**src/verilog/cmc_pkg.sv**
```systemverilog
// constants, types and field layout of the comparator one control register
// Function
// - the result bit reads high when the positive input is above the negative input, low otherwise, and ignores writes.
// - with the pin-drive bit 6 clear the result is driven on the output pin, with it set the pin is not driven.
// - polarity bit 5 set passes the result unchanged, clear inverts it.
// - with timer source bit 4 set, the timer clock follows the timer's own clock select.
// - with timer source bit 4 clear, the comparator output becomes the timer clock source.
// - enable bit 3 switches the comparator on when set and off when clear.
// - negative select bit 2 picks the external negative pin when set, the internal reference when clear.
// - positive select bit 1 picks which external pin feeds the positive input.
// - wake bit 0 set disables wake on comparator change, clear enables it.
// - pin drive, timer source, wake, both input selects and the result bit act only while the comparator enable is set.
package cmc_pkg;
    localparam logic [7:0] CMC_CTRL_OFFSET = 8'h08;
    localparam logic [7:0] CMC_CTRL_RESET = 8'hff;
    localparam int CMC_RESULT_BIT = 7;
    localparam int CMC_PIN_DRIVE_N_BIT = 6;
    localparam int CMC_POLARITY_BIT = 5;
    localparam int CMC_TIMER_SRC_N_BIT = 4;
    localparam int CMC_ENABLE_BIT = 3;
    localparam int CMC_NEG_SEL_BIT = 2;
    localparam int CMC_POS_SEL_BIT = 1;
    localparam int CMC_WAKE_N_BIT = 0;
    localparam logic [1:0] CMC_RESP_OKAY = 2'b00;
    localparam logic [1:0] CMC_RESP_SLVERR = 2'b10;

    // analog control outputs toward the comparator macro
    typedef struct packed {
        logic enable;
        logic neg_input_select;
        logic pos_input_select;
    } cmc_analog_ctrl_t;

    // digital routes of the comparator output
    typedef struct packed {
        logic pin_out;
        logic pin_oe_n;
        logic timer_clk;
        logic wake_enable;
    } cmc_route_t;
endpackage : cmc_pkg

```
**src/verilog/cmc_ctrl_store.sv**
```systemverilog
// storage of the seven writable control bits
`timescale 1ns/1ps
module cmc_ctrl_store #(
    parameter int WIDTH = 7
) (
    input wire logic sys_clk, // system clock
    input wire logic reset, // async reset, active high
    input wire logic wr_en, // write strobe
    input wire logic [WIDTH-1:0] wr_data, // new control bits
    input wire logic [WIDTH-1:0] wr_mask, // byte lane mask
    output logic [WIDTH-1:0] ctrl_q // stored control bits
);
    // elaboration check: the layout serves exactly seven writable bits
    if (WIDTH != 7) begin : g_bad_width
        $error("cmc_ctrl_store width must be 7");
    end

    logic [WIDTH-1:0] ctrl_reg;
    logic [WIDTH-1:0] ctrl_next;

    // merge masked write
    always_comb begin
        ctrl_next = ctrl_reg;
        if (wr_en) begin
            ctrl_next = (ctrl_reg & ~wr_mask) | (wr_data & wr_mask);
        end
    end

    // register, all ones after reset
    always_ff @(posedge sys_clk or posedge reset) begin
        if (reset) begin
            ctrl_reg <= cmc_pkg::CMC_CTRL_RESET[WIDTH-1:0];
        end else begin
            ctrl_reg <= ctrl_next;
        end
    end

    assign ctrl_q = ctrl_reg;
endmodule : cmc_ctrl_store

```
**src/verilog/cmc_top.sv**
```systemverilog
// axi4-lite control register of comparator one with output routing
`timescale 1ns/1ps
module cmc_top (
    input wire logic sys_clk, // system clock
    input wire logic reset, // async reset, active high
    input wire logic [7:0] s_axi_awaddr, // write address
    input wire logic s_axi_awvalid, // write address valid
    output logic s_axi_awready, // write address ready
    input wire logic [31:0] s_axi_wdata, // write data
    input wire logic [3:0] s_axi_wstrb, // write strobes
    input wire logic s_axi_wvalid, // write data valid
    output logic s_axi_wready, // write data ready
    output logic [1:0] s_axi_bresp, // write response
    output logic s_axi_bvalid, // write response valid
    input wire logic s_axi_bready, // write response ready
    input wire logic [7:0] s_axi_araddr, // read address
    input wire logic s_axi_arvalid, // read address valid
    output logic s_axi_arready, // read address ready
    output logic [31:0] s_axi_rdata, // read data
    output logic [1:0] s_axi_rresp, // read response
    output logic s_axi_rvalid, // read data valid
    input wire logic s_axi_rready, // read data ready
    input wire logic cmp_raw, // analog comparator, high when pos above neg
    input wire logic timer_clock_select, // timer's own clock select result
    output cmc_pkg::cmc_analog_ctrl_t analog_ctrl, // controls to analog macro
    output cmc_pkg::cmc_route_t route // digital routes of result
);
    ////////////////////////////////////////////////////////////////////////
    // write channel
    logic aw_held_reg, aw_held_next;
    logic [7:0] aw_addr_reg, aw_addr_next;
    logic w_held_reg, w_held_next;
    logic [31:0] w_data_reg, w_data_next;
    logic [3:0] w_strb_reg, w_strb_next;
    logic bvalid_reg, bvalid_next;
    logic [1:0] bresp_reg, bresp_next;
    logic wr_en;
    logic [6:0] ctrl_q;
    logic [6:0] wr_mask;

    // word decode used by both channels
    function automatic logic hits_ctrl(input logic [7:0] addr);
        return addr[7:2] == cmc_pkg::CMC_CTRL_OFFSET[7:2];
    endfunction : hits_ctrl

    assign s_axi_awready = !aw_held_reg && !bvalid_reg;
    assign s_axi_wready = !w_held_reg && !bvalid_reg;
    assign wr_en = aw_held_reg && w_held_reg && !bvalid_reg && hits_ctrl(aw_addr_reg);
    assign wr_mask = w_strb_reg[0] ? 7'h7f : 7'h00;

    // capture address and data in any order, then respond
    always_comb begin
        aw_held_next = aw_held_reg;
        aw_addr_next = aw_addr_reg;
        w_held_next = w_held_reg;
        w_data_next = w_data_reg;
        w_strb_next = w_strb_reg;
        bvalid_next = bvalid_reg;
        bresp_next = bresp_reg;
        if (s_axi_awvalid && s_axi_awready) begin
            aw_held_next = 1'b1;
            aw_addr_next = s_axi_awaddr;
        end
        if (s_axi_wvalid && s_axi_wready) begin
            w_held_next = 1'b1;
            w_data_next = s_axi_wdata;
            w_strb_next = s_axi_wstrb;
        end
        if (aw_held_reg && w_held_reg && !bvalid_reg) begin
            bvalid_next = 1'b1;
            bresp_next = hits_ctrl(aw_addr_reg) ? cmc_pkg::CMC_RESP_OKAY
                                                : cmc_pkg::CMC_RESP_SLVERR;
            aw_held_next = 1'b0;
            w_held_next = 1'b0;
        end else if (bvalid_reg && s_axi_bready) begin
            bvalid_next = 1'b0;
        end
    end

    // write channel registers
    always_ff @(posedge sys_clk or posedge reset) begin
        if (reset) begin
            aw_held_reg <= 1'b0;
            aw_addr_reg <= 8'h00;
            w_held_reg <= 1'b0;
            w_data_reg <= 32'h0000_0000;
            w_strb_reg <= 4'h0;
            bvalid_reg <= 1'b0;
            bresp_reg <= cmc_pkg::CMC_RESP_OKAY;
        end else begin
            aw_held_reg <= aw_held_next;
            aw_addr_reg <= aw_addr_next;
            w_held_reg <= w_held_next;
            w_data_reg <= w_data_next;
            w_strb_reg <= w_strb_next;
            bvalid_reg <= bvalid_next;
            bresp_reg <= bresp_next;
        end
    end

    assign s_axi_bvalid = bvalid_reg;
    assign s_axi_bresp = bresp_reg;

    // writable bits 6..0; result bit 7 has no storage, writes ignored
    cmc_ctrl_store #(.WIDTH(7)) u_store (
        .sys_clk(sys_clk),
        .reset(reset),
        .wr_en(wr_en),
        .wr_data(w_data_reg[6:0]),
        .wr_mask(wr_mask),
        .ctrl_q(ctrl_q)
    );

    ////////////////////////////////////////////////////////////////////////
    // comparator output and routing
    logic enable;
    logic result;
    assign enable = ctrl_q[cmc_pkg::CMC_ENABLE_BIT];
    // gated by enable, polarity applied
    assign result = enable && (ctrl_q[cmc_pkg::CMC_POLARITY_BIT] ? cmp_raw : !cmp_raw);

    logic [3:0] route_reg, route_next;
    // route next: pin, pin enable low, timer clock, wake enable
    always_comb begin
        route_next[3] = result;
        route_next[2] = !(enable && !ctrl_q[cmc_pkg::CMC_PIN_DRIVE_N_BIT]);
        route_next[1] = (enable && !ctrl_q[cmc_pkg::CMC_TIMER_SRC_N_BIT]) ? result
                                                                       : timer_clock_select;
        route_next[0] = enable && !ctrl_q[cmc_pkg::CMC_WAKE_N_BIT];
    end

    // route flip-flops
    always_ff @(posedge sys_clk or posedge reset) begin
        if (reset) begin
            route_reg <= 4'h4;
        end else begin
            route_reg <= route_next;
        end
    end

    assign route = cmc_pkg::cmc_route_t'(route_reg);
    assign analog_ctrl.enable = enable;
    // selects only meaningful while on
    assign analog_ctrl.neg_input_select = enable && ctrl_q[cmc_pkg::CMC_NEG_SEL_BIT];
    assign analog_ctrl.pos_input_select = enable && ctrl_q[cmc_pkg::CMC_POS_SEL_BIT];

    ////////////////////////////////////////////////////////////////////////
    // read channel
    logic rvalid_reg, rvalid_next;
    logic [31:0] rdata_reg, rdata_next;
    logic [1:0] rresp_reg, rresp_next;

    assign s_axi_arready = !rvalid_reg;

    // single-cycle read answer
    always_comb begin
        rvalid_next = rvalid_reg;
        rdata_next = rdata_reg;
        rresp_next = rresp_reg;
        if (s_axi_arvalid && !rvalid_reg) begin
            rvalid_next = 1'b1;
            if (hits_ctrl(s_axi_araddr)) begin
                rdata_next = {24'h00_0000, result, ctrl_q};
                rresp_next = cmc_pkg::CMC_RESP_OKAY;
            end else begin
                rdata_next = 32'h0000_0000;
                rresp_next = cmc_pkg::CMC_RESP_SLVERR;
            end
        end else if (rvalid_reg && s_axi_rready) begin
            rvalid_next = 1'b0;
        end
    end

    // read registers
    always_ff @(posedge sys_clk or posedge reset) begin
        if (reset) begin
            rvalid_reg <= 1'b0;
            rdata_reg <= 32'h0000_0000;
            rresp_reg <= cmc_pkg::CMC_RESP_OKAY;
        end else begin
            rvalid_reg <= rvalid_next;
            rdata_reg <= rdata_next;
            rresp_reg <= rresp_next;
        end
    end

    assign s_axi_rvalid = rvalid_reg;
    assign s_axi_rdata = rdata_reg;
    assign s_axi_rresp = rresp_reg;

    ////////////////////////////////////////////////////////////////////////
    // checks
    property p_pin_drive;
        @(posedge sys_clk) disable iff (reset)
        (enable && !ctrl_q[cmc_pkg::CMC_PIN_DRIVE_N_BIT]) |=> !route.pin_oe_n;
    endproperty
    a_pin_drive: assert property (p_pin_drive) else $error("pin not driven");
    property p_polarity;
        @(posedge sys_clk) disable iff (reset)
        (enable && ctrl_q[cmc_pkg::CMC_POLARITY_BIT]) |-> result == cmp_raw;
    endproperty
    a_polarity: assert property (p_polarity) else $error("polarity wrong");
    property p_timer_own;
        @(posedge sys_clk) disable iff (reset)
        ctrl_q[cmc_pkg::CMC_TIMER_SRC_N_BIT] |=> route.timer_clk == $past(timer_clock_select);
    endproperty
    a_timer_own: assert property (p_timer_own) else $error("timer source wrong");
    property p_timer_cmp;
        @(posedge sys_clk) disable iff (reset)
        (enable && !ctrl_q[cmc_pkg::CMC_TIMER_SRC_N_BIT]) |=> route.timer_clk == $past(result);
    endproperty
    a_timer_cmp: assert property (p_timer_cmp) else $error("timer not from cmp");
    property p_off;
        @(posedge sys_clk) disable iff (reset)
        !enable |=> !route.wake_enable && route.pin_oe_n && !route.pin_out;
    endproperty
    a_off: assert property (p_off) else $error("active while off");
    property p_wake;
        @(posedge sys_clk) disable iff (reset)
        ctrl_q[cmc_pkg::CMC_WAKE_N_BIT] |=> !route.wake_enable;
    endproperty
    a_wake: assert property (p_wake) else $error("wake not disabled");
    property p_read_result;
        @(posedge sys_clk) disable iff (reset)
        (s_axi_arvalid && !rvalid_reg && hits_ctrl(s_axi_araddr))
            |=> s_axi_rdata[cmc_pkg::CMC_RESULT_BIT] == $past(result);
    endproperty
    a_read_result: assert property (p_read_result) else $error("result misread");
    property p_neg_sel;
        @(posedge sys_clk) disable iff (reset)
        enable |-> analog_ctrl.neg_input_select == ctrl_q[cmc_pkg::CMC_NEG_SEL_BIT];
    endproperty
    a_neg_sel: assert property (p_neg_sel) else $error("neg select wrong");
endmodule : cmc_top

```
**config.mk**
```make
export PLATFORM = sky130hd
export DESIGN_NAME = cmc_top
export DESIGN_NICKNAME = d
export VERILOG_FILES = /design/src/verilog/cmc_pkg.sv /design/src/verilog/cmc_ctrl_store.sv /design/src/verilog/cmc_top.sv
export SDC_FILE = /design/constraint.sdc
export NUM_CORES = 1
export LEC_CHECK = 0
export BUFFER_PORTS_ARGS = -buffer_cell sky130_fd_sc_hd__buf_4
export CAP_MARGIN = 20
export CELL_PAD_IN_SITES_DETAIL_PLACEMENT = 0
export CELL_PAD_IN_SITES_GLOBAL_PLACEMENT = 2
export CORE_MARGIN = 3
export CORE_UTILIZATION = 22
export DETAILED_ROUTE_END_ITERATION = 10
export GPL_TIMING_DRIVEN = 0
export PLACE_DENSITY_LB_ADDON = 0.1
export SYNTH_ARGS = -nofsm -noshare
export SYNTH_HDL_FRONTEND = slang
export SYNTH_SLANG_ARGS = --single-unit
export TNS_END_PERCENT = 20
```
**constraint.sdc**
```tcl
create_clock -name sys_clk -period 1.92 [get_ports sys_clk]
set_input_delay 0.288 -clock sys_clk [delete_from_list [all_inputs] [get_ports sys_clk]]
set_output_delay 0.288 -clock sys_clk [all_outputs]
set_load 0.02 [all_outputs]
```
==> out/summary.txt <==
CTS tree = yes
Clock Latency Late Sink = 0.29 ns
Layout fillers = 821
final WL = 3.67 mm
clk slew on worst S/H paths = 0.08 ns
ANT cells = 0
worst setup margin = 0.0408 ns
vias in the first global route = 1187
Worst setup EP type = flop
Internal = 2.10 mW
largest net degree at the start of global routing = 40
vias = 1196
Max Cap Viol = 0
Slew Viols, Final = 0
hold slack = 0.170 ns
Clock Skews = 0.00982 ns
area added between synthesis and finish = 41.1%
Post-Layout Cell Count = 335
post-synthesis register bit count = 39
setup TNS = 0 ns
initial drt markers = 15
most frequent cells in the layout = 77 x buf_4, 31 x dfrtp_1, 26 x conb_1
startpoint types = flop
Clk pwr share = 0.274
global-route wire length before repair = 5.86 mm
DP Wirelength = 2.78 mm
H-Tree Level Count = 2
remaining antenna violation count after routing = 0
worst-path maximum fanout = 7
synthesized area per cell = 11.9 sq um
share of cells above drive strength 1 = 0.506
Fmax = 532 MHz
die area = 9230 sq um
Logic pwr share = 0.287
cts bufs inserted = 5
Mapped Cells = 150
RSZ-0062 raised after global routing = false
router iterations before antenna repair = 4
initial antenna violation count = 0
Yosys Warn Count = 0
fin crit share = 0.979
# IOs = 109
CTS Root Cell = clkbuf_8
Leak Pwr = 1.25 nW
die width = 96.1 um
Critical Path RT = 2.13 ns
grt ovf = 0
Pwr Density = 1170 nW/um^2
Final Util = 0.323
core box area = 7810 sq um
worst ir drop on vdd = 0.570 mV
DP Cell Count = 327
synthesized area = 1790 sq um
outcome = complete, no violations
sequential area share after synthesis = 0.552
minimum clock period = 1.88 ns
overall die height = 96.1 um
Fin. Hold Viols = 0
post-DR vias/cell = 3.57
Flop pwr share = 0.439
Switching Share = 0.285
number of port buffers = 50
Crit Path Category = flop to flop
Worst R2R Path Depth = 4
initial core utilization = 0.229
Remaining DRCs = 0
GPL Wtd Cong = 0.648
pre-CTS WS = -0.0325 ns
Psw = 0.839 mW
crit path DAT = 2.09 ns
Yosys cell types = 24
row cnt = 32
Final Net Count = 293
actual slew at the worst max-slew pin = 0.828 ns
maximum buffer depth of the clock tree = 2
Slew headroom = 0.447
DR WL/cell = 11.0 um
clock sink count = 39
Worst Hold Class = input pin to asynchronous set/reset pin
Final Setup Violations = 0
commonest non-fill, non-tap cell in the layout = buf_4
All-Layer GR Usage = 0.0830
[power groups by stage]
stage                     sequential (mW)  combinational, mW  clock [mW]
after floorplan                      1.30              0.566           0
after global placement               1.31              0.841           0
after detailed placement             1.31              0.853           0
after CTS                            1.30              0.852       0.836
after global routing                 1.33              0.928       0.881
final                                1.29              0.843       0.806
[layout make-up]
class                      instances  area, sq um  share of cell area
inverter                           5         18.8             0.00745
tap                              102          128              0.0507
sequential                        39          986               0.391
buffer                            32          229              0.0909
multi-input combinational         99          649               0.258
timing repair buffer              50          375               0.149
clock buffer                       6         72.6              0.0288
clock inverter                     2         60.1              0.0238
[worst paths after layout]
kind	slack, ns	endpoint	from
max	0.04	flop	aw_addr_reg[5]
min	0.17	w_held_reg	reset
max reg2reg	0.04	flop	aw_addr_reg[5]
min reg2reg	0.48	s_axi_rdata[0]	s_axi_rdata[0]
max in group asynchronous	1.23	s_axi_rdata[1]	reset
min in group sys_clk	0.17	s_axi_bvalid	s_axi_bready
[critical path: stages, from the launching register on]
cell,delay [ns]
dfrtp_1,0.38
or4b_4,0.53
or4_1,0.43
buf_6,0.17
mux2_4,0.29
[cells in the mapped netlist]
cell	number	share of area
nand2_1	18	0.038
o21ai_0	9	0.025
nand3b_1	2	0.0084
nor4_1	1	0.0035
nor2_1	4	0.0084
conb_1	1	0.0021
mux2_4	7	0.059
nor2b_1	1	0.0035
and2_1	4	0.014
dfstp_2	8	0.12
xnor2_1	1	0.0049
or4b_1	1	0.0056
clkbuf_1	4	0.0084
dfrtp_1	31	0.43
a21o_1	2	0.0084
nand2b_1	2	0.0070
nor3_1	1	0.0028
buf_6	1	0.0063
mux2_2	16	0.10
or4_1	1	0.0042
nand4b_1	1	0.0049
inv_1	5	0.011
buf_4	27	0.11
o31ai_1	2	0.0084
[through the flow]
stage	total power, mW	area [sq um]
3_3_place_gp	2.15	2380
5_1_grt	3.14	2520
3_5_place_dp	2.16	2380
2_1_floorplan	1.87	1880
4_1_cts	2.98	2510
6_report	2.94	2520
[per-layer routing]
metal	vias to the layer above	part of all wire	wire [um]	track usage
li1	611	-	-	-
met1	526	0.45	1640	0.101
met2	54	0.42	1550	0.129
met3	5	0.12	454	0.0383
met4	0	0.0090	33	0.0284
met5	-	0	0	0
[cells by family (layout without fill, tap and decap cells)]
family / count (synthesis) / in the layout / synth area share
and+or+nand+nor: 36 / 36 / 0.100
xor gates and xnor gates: 1 / 1 / 0.00491
buffers and inverters: 37 / 95 / 0.139
DFF: 39 / 39 / 0.552
other: 1 / 26 / 0.00210
AOI/OAI and AO/OA: 13 / 13 / 0.0420
muxes: 23 / 23 / 0.160
[repair_timing]
item,CTS,global route
pin swaps,1,0
gates resized for setup,0,1
hold buffers,0,0
setup endpoints to repair,7,7
setup buffers,0,0
endpoints found under the hold margin,0,0
Note: power is estimated with default switching activity, not from simulation.
